`config.mk`:
```
export PLATFORM = sky130hd
export DESIGN_NAME = cms_top
export DESIGN_NICKNAME = d
export VERILOG_FILES = /design/src/hdl/cms_pkg.sv /design/src/hdl/cms_top.sv
export SDC_FILE = /design/constraint.sdc
export NUM_CORES = 1
export LEC_CHECK = 0
export BUFFER_PORTS_ARGS = -buffer_cell sky130_fd_sc_hd__buf_2
export CAP_MARGIN = 20
export CORE_ASPECT_RATIO = 1.25
export CORE_UTILIZATION = 30
export DETAILED_ROUTE_END_ITERATION = 7
export GPL_TIMING_DRIVEN = 0
export SLEW_MARGIN = 25
export SYNTH_ARGS = -nofsm -noshare
export SYNTH_HDL_FRONTEND = slang
export SYNTH_SLANG_ARGS = --single-unit
```
`constraint.sdc`:
```
create_clock -name CLK -period 5 [get_ports CLK]
set_input_delay 0.25 -clock CLK [delete_from_list [all_inputs] [get_ports CLK]]
set_output_delay 0.25 -clock CLK [all_outputs]
set_load 0.05 [all_outputs]
```
`src/hdl/cms_pkg.sv`:
```
// constants for the mailbox and rx fifo status block
// assumes a 32-bit axi4-lite register bus
package cms_pkg;
    localparam int unsigned DATA_W = 32;
    localparam int unsigned ADDR_W = 8;
    localparam int unsigned MB_NUM = 32;

    // ************************************************
    // register byte offsets
    // ************************************************
    localparam logic [ADDR_W-1:0] OFS_CTRL = 8'h00;
    localparam logic [ADDR_W-1:0] OFS_INTEN = 8'h28;
    localparam logic [ADDR_W-1:0] OFS_STAT = 8'h30;

    // ************************************************
    // field positions
    // ************************************************
    localparam int unsigned CTRL_FIFO_EN_BIT = 0;
    localparam int unsigned ST_OVF_BIT = 7;
    localparam int unsigned ST_AFULL_BIT = 6;
    localparam int unsigned ST_NEMPTY_BIT = 5;
    localparam int unsigned ST_RES_HI = 4;
    localparam int unsigned ST_RES_LO = 1;
    localparam int unsigned ST_CLR_BIT = 0;
    localparam int unsigned ST_MB_LO = 8;

    // ************************************************
    // reset values
    // ************************************************
    localparam logic [DATA_W-1:0] RST_STAT = 32'h0000_0000;
    localparam logic [DATA_W-1:0] RST_INTEN = 32'h0000_0000;
    localparam logic RST_FIFO_EN = 1'h0;

    // ************************************************
    // bus response codes
    // ************************************************
    localparam logic [1:0] RESP_OKAY = 2'h0;
    localparam logic [1:0] RESP_SLVERR = 2'h2;
endpackage

```
`src/hdl/cms_top.sv`:
```
// mailbox completion and rx fifo status flags with axi4-lite slave
// assumes the protocol engine gives one-cycle done and fifo event pulses on CLK
//
// Functional notes
// - Changing the rx fifo enable setting clears status bits 7 down to 1.
// - Bits 31 to 8 set when the mailbox with the same number completes.
// - Bit 7 is fifo overflow in fifo mode and mailbox 7 done otherwise.
// - Bit 6 is fifo almost full in fifo mode and mailbox 6 done otherwise.
// - Bit 5 follows fifo not empty in fifo mode and is mailbox 5 done otherwise.
// - Bits 4 to 1 are mailbox done flags without fifo and reserved with it.
// - In fifo mode writing one to bit 0 empties the fifo, only while inactive.
// - In fifo mode writing zero to bit 0 does nothing; otherwise it is mailbox 0 done.
// - The status register sits at 0x30 and resets to all zeros.
// - A flag interrupts only when its enable bit is set.
`timescale 1ns/1ns
`default_nettype none
module cms_top
    import cms_pkg::*;
(
    input wire logic CLK,
    input wire logic ARST_N,
    input wire logic CE,
    // mailbox and fifo events from the protocol engine
    input wire logic [cms_pkg::MB_NUM-1:0] MB_DONE,
    input wire logic FIFO_OVERFLOW,
    input wire logic FIFO_ALMOST_FULL,
    input wire logic FIFO_NONEMPTY,
    input wire logic INACTIVE_MODE,
    output logic FIFO_CLEAR,
    output logic RX_FIFO_EN,
    output logic IRQ,
    // axi4-lite slave
    input wire logic [cms_pkg::ADDR_W-1:0] S_AXI_AWADDR,
    input wire logic [2:0] S_AXI_AWPROT,
    input wire logic S_AXI_AWVALID,
    output logic S_AXI_AWREADY,
    input wire logic [cms_pkg::DATA_W-1:0] S_AXI_WDATA,
    input wire logic [3:0] S_AXI_WSTRB,
    input wire logic S_AXI_WVALID,
    output logic S_AXI_WREADY,
    output logic [1:0] S_AXI_BRESP,
    output logic S_AXI_BVALID,
    input wire logic S_AXI_BREADY,
    input wire logic [cms_pkg::ADDR_W-1:0] S_AXI_ARADDR,
    input wire logic [2:0] S_AXI_ARPROT,
    input wire logic S_AXI_ARVALID,
    output logic S_AXI_ARREADY,
    output logic [cms_pkg::DATA_W-1:0] S_AXI_RDATA,
    output logic [1:0] S_AXI_RRESP,
    output logic S_AXI_RVALID,
    input wire logic S_AXI_RREADY
);
    import cms_pkg::*;

    // ************************************************
    // declarations
    // ************************************************
    logic awready_r;
    logic wready_r;
    logic aw_full_r;
    logic w_full_r;
    logic [ADDR_W-1:0] awaddr_r;
    logic [DATA_W-1:0] wdata_r;
    logic [3:0] wstrb_r;
    logic bvalid_r;
    logic [1:0] bresp_r;
    logic arready_r;
    logic rvalid_r;
    logic [1:0] rresp_r;
    logic [DATA_W-1:0] rdata_r;
    logic [DATA_W-1:0] stat_r;
    logic [DATA_W-1:0] stat_nxt;
    logic [DATA_W-1:0] inten_r;
    logic fifo_en_r;
    logic fifo_clr_r;
    logic irq_r;
    logic wr_go;
    logic [DATA_W-1:0] wmask;
    logic [DATA_W-1:0] wbits;
    logic wr_ctrl;
    logic wr_inten;
    logic wr_stat;
    logic mode_chg;
    logic [DATA_W-1:0] stat_view;
    logic [DATA_W-1:0] rd_val;
    logic rd_hit;
    logic wr_hit;
    logic [DATA_W-1:0] stat_set;
    logic [DATA_W-1:0] stat_clr;
    logic [DATA_W-1:0] irq_src;

    // ************************************************
    // write channel handshakes
    // ************************************************
    assign wr_go = aw_full_r && w_full_r && !bvalid_r;

    always_ff @(posedge CLK or negedge ARST_N) begin
        if (!ARST_N) begin
            awready_r <= 1'b0;
            aw_full_r <= 1'b0;
            awaddr_r <= '0;
        end else if (CE) begin
            if (S_AXI_AWVALID && awready_r) begin
                awready_r <= 1'b0;
                aw_full_r <= 1'b1;
                awaddr_r <= S_AXI_AWADDR;
            end else if (wr_go) begin
                aw_full_r <= 1'b0;
            end else if (!aw_full_r && !bvalid_r) begin
                awready_r <= 1'b1;
            end
        end
    end

    always_ff @(posedge CLK or negedge ARST_N) begin
        if (!ARST_N) begin
            wready_r <= 1'b0;
            w_full_r <= 1'b0;
            wdata_r <= '0;
            wstrb_r <= '0;
        end else if (CE) begin
            if (S_AXI_WVALID && wready_r) begin
                wready_r <= 1'b0;
                w_full_r <= 1'b1;
                wdata_r <= S_AXI_WDATA;
                wstrb_r <= S_AXI_WSTRB;
            end else if (wr_go) begin
                w_full_r <= 1'b0;
            end else if (!w_full_r && !bvalid_r) begin
                wready_r <= 1'b1;
            end
        end
    end

    // ************************************************
    // write decode
    // ************************************************
    always_comb begin
        for (int i = 0; i < 4; i++) begin
            wmask[i*8 +: 8] = {8{wstrb_r[i]}};
        end
        wbits = wdata_r & wmask;
        wr_ctrl = wr_go && (awaddr_r[ADDR_W-1:2] == OFS_CTRL[ADDR_W-1:2]);
        wr_inten = wr_go && (awaddr_r[ADDR_W-1:2] == OFS_INTEN[ADDR_W-1:2]);
        wr_stat = wr_go && (awaddr_r[ADDR_W-1:2] == OFS_STAT[ADDR_W-1:2]);
        wr_hit = wr_ctrl || wr_inten || wr_stat;
        mode_chg = wr_ctrl && wmask[CTRL_FIFO_EN_BIT]
            && (wdata_r[CTRL_FIFO_EN_BIT] != fifo_en_r);
    end

    always_ff @(posedge CLK or negedge ARST_N) begin
        if (!ARST_N) begin
            bvalid_r <= 1'b0;
        end else if (CE) begin
            if (wr_go) begin
                bvalid_r <= 1'b1;
            end else if (bvalid_r && S_AXI_BREADY) begin
                bvalid_r <= 1'b0;
            end
        end
    end

    // unmapped writes answer slave error and change nothing
    always_ff @(posedge CLK or negedge ARST_N) begin
        if (!ARST_N) begin
            bresp_r <= RESP_OKAY;
        end else if (CE) begin
            if (wr_go) begin
                bresp_r <= wr_hit ? RESP_OKAY : RESP_SLVERR;
            end
        end
    end

    // ************************************************
    // control and interrupt enable registers
    // ************************************************
    always_ff @(posedge CLK or negedge ARST_N) begin
        if (!ARST_N) begin
            fifo_en_r <= RST_FIFO_EN;
        end else if (CE) begin
            if (mode_chg) begin
                fifo_en_r <= wdata_r[CTRL_FIFO_EN_BIT];
            end
        end
    end

    always_ff @(posedge CLK or negedge ARST_N) begin
        if (!ARST_N) begin
            inten_r <= RST_INTEN;
        end else if (CE) begin
            if (wr_inten) begin
                inten_r <= (inten_r & ~wmask) | wbits;
            end
        end
    end

    // ************************************************
    // status flags
    // ************************************************
    always_comb begin
        stat_set = '0;
        stat_set[MB_NUM-1:ST_MB_LO] = MB_DONE[MB_NUM-1:ST_MB_LO];
        if (fifo_en_r) begin
            stat_set[ST_OVF_BIT] = FIFO_OVERFLOW;
            stat_set[ST_AFULL_BIT] = FIFO_ALMOST_FULL;
        end else begin
            stat_set[ST_MB_LO-1:0] = MB_DONE[ST_MB_LO-1:0];
        end
    end

    // strobed bytes of a status write clear
    always_comb begin
        stat_clr = '0;
        if (wr_stat) begin
            stat_clr = wbits;
        end
    end

    always_comb begin
        // set beats a status write clear in the same cycle; a mode change still clears bits 7 to 1
        stat_nxt = (stat_r & ~stat_clr) | stat_set;
        if (fifo_en_r) begin
            stat_nxt[ST_NEMPTY_BIT] = FIFO_NONEMPTY;
            stat_nxt[ST_RES_HI:ST_RES_LO] = '0;
            // mailbox 0 flag is parked, bit 0 is a command here
            stat_nxt[ST_CLR_BIT] = stat_r[ST_CLR_BIT];
        end
        if (mode_chg) begin
            stat_nxt[ST_OVF_BIT:ST_RES_LO] = '0;
        end
    end

    always_ff @(posedge CLK or negedge ARST_N) begin
        if (!ARST_N) begin
            stat_r <= RST_STAT;
        end else if (CE) begin
            stat_r <= stat_nxt;
        end
    end

    // ************************************************
    // fifo clear command
    // ************************************************
    always_ff @(posedge CLK or negedge ARST_N) begin
        if (!ARST_N) begin
            fifo_clr_r <= 1'b0;
        end else if (CE) begin
            // only taken while the controller is inactive
            fifo_clr_r <= wr_stat && fifo_en_r && wbits[ST_CLR_BIT] && INACTIVE_MODE;
        end
    end

    // ************************************************
    // interrupt
    // ************************************************
    // fifo mode hides the parked mailbox 0 flag behind the command bit
    always_comb begin
        stat_view = stat_r;
        if (fifo_en_r) begin
            stat_view[ST_CLR_BIT] = 1'b0;
        end
    end

    assign irq_src = stat_view & inten_r;

    always_ff @(posedge CLK or negedge ARST_N) begin
        if (!ARST_N) begin
            irq_r <= 1'b0;
        end else if (CE) begin
            irq_r <= |irq_src;
        end
    end

    // ************************************************
    // read channel
    // ************************************************
    always_comb begin
        rd_hit = 1'b1;
        rd_val = '0;
        if (S_AXI_ARADDR[ADDR_W-1:2] == OFS_CTRL[ADDR_W-1:2]) begin
            rd_val[CTRL_FIFO_EN_BIT] = fifo_en_r;
        end else if (S_AXI_ARADDR[ADDR_W-1:2] == OFS_INTEN[ADDR_W-1:2]) begin
            rd_val = inten_r;
        end else if (S_AXI_ARADDR[ADDR_W-1:2] == OFS_STAT[ADDR_W-1:2]) begin
            rd_val = stat_view;
        end else begin
            rd_hit = 1'b0;
        end
    end

    always_ff @(posedge CLK or negedge ARST_N) begin
        if (!ARST_N) begin
            arready_r <= 1'b0;
        end else if (CE) begin
            if (S_AXI_ARVALID && arready_r) begin
                arready_r <= 1'b0;
            end else if (!rvalid_r) begin
                arready_r <= 1'b1;
            end
        end
    end

    always_ff @(posedge CLK or negedge ARST_N) begin
        if (!ARST_N) begin
            rvalid_r <= 1'b0;
        end else if (CE) begin
            if (S_AXI_ARVALID && arready_r) begin
                rvalid_r <= 1'b1;
            end else if (rvalid_r && S_AXI_RREADY) begin
                rvalid_r <= 1'b0;
            end
        end
    end

    // read data is captured at the address handshake
    always_ff @(posedge CLK or negedge ARST_N) begin
        if (!ARST_N) begin
            rresp_r <= RESP_OKAY;
            rdata_r <= '0;
        end else if (CE) begin
            if (S_AXI_ARVALID && arready_r) begin
                rdata_r <= rd_val;
                rresp_r <= rd_hit ? RESP_OKAY : RESP_SLVERR;
            end
        end
    end

    // ************************************************
    // outputs
    // ************************************************
    assign S_AXI_AWREADY = awready_r;
    assign S_AXI_WREADY = wready_r;
    assign S_AXI_BVALID = bvalid_r;
    assign S_AXI_BRESP = bresp_r;
    assign S_AXI_ARREADY = arready_r;
    assign S_AXI_RVALID = rvalid_r;
    assign S_AXI_RRESP = rresp_r;
    assign S_AXI_RDATA = rdata_r;
    assign FIFO_CLEAR = fifo_clr_r;
    assign RX_FIFO_EN = fifo_en_r;
    assign IRQ = irq_r;
endmodule
`default_nettype wire

```
==> results.py <==
metrics = {
    "outcome": {
        "status": "complete, no violations",
    },
    "placed_design": {
        "gp_congestion": 0.7694,
        "post-place-ws_ps": 2676,
        "dp_hpwl_mm": 13.52,
        "io_buffers": 132,
        "placed_area_mm2": 0.007456,
    },
    "critical_path": {
        "crit_fanout": 7,
        "cp_cell_sequence": "nor4_1 -> and4_1 -> clkbuf_1 -> a2111oi_0 -> a221o_1",
        "r2r_end": "stat_r[3]$_DFFE_PN0P_",
        "crit_required_ps": 5300,
        "end_kind": "register",
        "crit_type": "register to register",
        "slowest_delay_ps": 790,
        "worstReg2RegStart": "S_AXI_BVALID$_DFFE_PN0P_",
        "reg2reg_depth": 5,
        "r2r_slack_ps": 2570,
        "slowest_stage": "nor4_1",
        "start_kind": "register",
        "crit_arrival_ps": 2730,
    },
    "timing": {
        "max_freq_mhz": 411.1,
        "drv_slew": 0,
        "setup_viol": 0,
        "finalClockSkew_ps": 9.443,
        "final_hold_viol_count": 0,
        "max_slew_margin_pct": 40.22,
        "final.period_utilization_pct": 48.65,
        "period_minus_slack_ps": 2432,
        "worst_pin_slew_ps": 888.5,
        "grt_setup_unrepaired": "false",
        "setup_tns_ps": 0,
        "setup_ws_ps": 2568,
    },
    "clock_tree": {
        "root_buffer": "clkbuf_16",
        "numCtsBuffers": 17,
        "clkTransAtPathRegs_ps": 60,
        "clockBufferDepth": 2,
        "postCtsSetupBuffers": 0,
        "cts_tree": "done",
        "h-tree-depth": 4,
        "clock-sinks": 150,
        "clk_latency_ps": 420,
    },
    "synthesis": {
        "synth_edf_count": 0,
        "ys_types": 44,
        "synth_top_flop_cell": "dfrtp_1",
        "ys_ff_latch": 150,
        "yosysSeqAreaShare_pct": 58.55,
        "avgSynthCellArea_um2": 12.21,
        "syn_inst": 525,
        "syn_area_mm2": 0.006411,
        "async_flop_share_pct": 100.0,
        "yosys_warnings": 0,
    },
    "floorplan": {
        "ios": 146,
        "num_rows": 59,
        "start_util_pct": 30.69,
        "die-area_mm2": 0.02196,
        "fp.dieW_um": 132.8,
        "fp.coreArea_mm2": 0.02089,
        "die_y_um": 165.4,
    },
    "routing": {
        "dr.pass1.iters": 5,
        "routedWlPerCell_um": 19.10,
        "drc": 0,
        "vias": 4843,
        "drtAntennaViolNets": 0,
        "viasPerCell": 5.013,
        "drt_iter0_markers": 260,
        "wl_mm": 18.45,
    },
    "min_path": {
        "min_path_type": "input port to register",
        "hold_end": "stat_r[15]$_DFFE_PN0P_",
        "hp-start": "MB_DONE[15]",
        "hold_depth": 2,
    },
    "finish": {
        "final_common_cell": "dfrtp_1",
        "fillers": 2064,
        "design_area_mm2": 0.008066,
        "finalNetCount": 781,
        "area_delta_synth_final_pct": 25.82,
        "drive_gt1_share_pct": 37.19,
        "final_cell_mix": "dfrtp_1, buf_2, nand2_1",
    },
    "global_routing": {
        "overflow": 0,
        "globalRouteTotalUtil_pct": 17.94,
        "grt_pass1_vias": 4928,
        "antenna_found_initial": 1,
        "grt_max_degree": 78,
        "grt_first_pass_wirelength_mm": 28.84,
    },
    "power_and_ir_drop": {
        "power_per_cell_area_mw_per_mm2": 486.9,
        "irDropWorstVdd_v": 0.0002906,
        "cellLeakagePower_nw": 3.728,
    },
    "run": {
        "maxCapViolCount": 0,
    },
}
==> power by group <==
group | switching, mW | total [mW] | internal, mW
combinational | 0.522 | 0.891 | 0.369
clock | 0.508 | 1.30 | 0.794
sequential | 0.244 | 1.74 | 1.49
total | 1.27 | 3.93 | 2.65
==> routing by layer <==
metal	up-vias	global-route usage [%]	share of wire (%)
met1	2421	22.86	43
met5	-	0	0
met4	0	5.068	1.4
met3	15	4.274	5.3
li1	2250	-	-
met2	157	30.36	50
==> worst max-delay path, delay by kind of cell (launching register included) <==
family,cells,cell delay [ps]
AO/OA/AOI/OAI,2,460
flip-flops,1,420
buffers and inverters,1,330
AND/OR/NAND/NOR,2,1090
==> worst max-delay path by stage <==
stage	from	slack, ps	end	cells after the start
after global routing	S_AXI_BVALID$_DFFE_PN0P_	2430	stat_r[3]$_DFFE_PN0P_	5
after global placement	ARST_N	1350	S_AXI_RDATA[25]$_DFFE_PN0P_	1
after CTS	S_AXI_BVALID$_DFFE_PN0P_	2630	stat_r[3]$_DFFE_PN0P_	5
final	S_AXI_BVALID$_DFFE_PN0P_	2570	stat_r[3]$_DFFE_PN0P_	5
after detailed placement	S_AXI_BVALID$_DFFE_PN0P_	2680	stat_r[2]$_DFFE_PN0P_	5
after floorplan	S_AXI_BVALID$_DFFE_PN0P_	2880	stat_r[1]$_DFFE_PN0P_	4
==> cell usage after synthesis (4+ instances only) <==
library cell | n | area share [%]
dfrtp_1 | 150 | 59
nand2_1 | 80 | 4.7
mux2_2 | 77 | 14
a22oi_1 | 33 | 3.9
a22o_1 | 31 | 4.2
o21ai_0 | 29 | 2.3
clkbuf_1 | 21 | 1.2
nand3_1 | 10 | 0.78
inv_1 | 9 | 0.53
a221oi_1 | 7 | 0.96
nor2_1 | 7 | 0.41
nand4_1 | 6 | 0.59
o21ai_1 | 5 | 0.39
o31ai_1 | 5 | 0.59
a2111oi_0 | 4 | 0.55
a221o_1 | 4 | 0.62
nand2_2 | 4 | 0.39
nor4_4 | 4 | 1.3
==> cells by family (layout without fill, tap and decap cells) <==
group                  after synthesis  after routing  share of synthesized area (%)
multiplexers                        77             77                          13.52
AND/OR/NAND/NOR                    131            131                          10.60
other                                1              3                        0.05849
AO/OA/AOI/OAI                      126            126                          14.52
XOR/XNOR                             3              3                         0.4099
buffers and inverters               37            202                          2.342
flip-flops                         150            150                          58.55
==> per-stage QoR <==
step	total power [mW]	std cells	hold slack, ps	utilization [%]
floorplan	2.328	526	-45.59	-
global placement	2.627	932	457.1	35.51
detailed placement	2.651	933	279.7	35.69
CTS	3.962	965	31.67	38.60
global route	4.128	965	28.77	38.60
finish	3.928	966	53.53	38.61
==> what timing repair did <==
item | 4_1_cts | 5_1_grt
resized for setup | 0 | 0
setup endpoints to repair | 0 | 0
hold buffers | 1 | 0
hold endpoints to repair | 76 | 0
==> cell type report <==
type	instances	area, um^2	area share [%]
Tap cell	274	342.8	4.250
Buffer	27	112.6	1.396
Antenna cell	1	2.502	0.03102
Timing Repair Buffer	134	708.2	8.779
Clock inverter	12	155.1	1.923
Clock buffer	19	442.9	5.491
Multi-Input combinational cell	339	2511	31.13
Inverter	10	37.54	0.4653
Sequential cell	150	3754	46.53
Power figures use the tool's default switching activity.
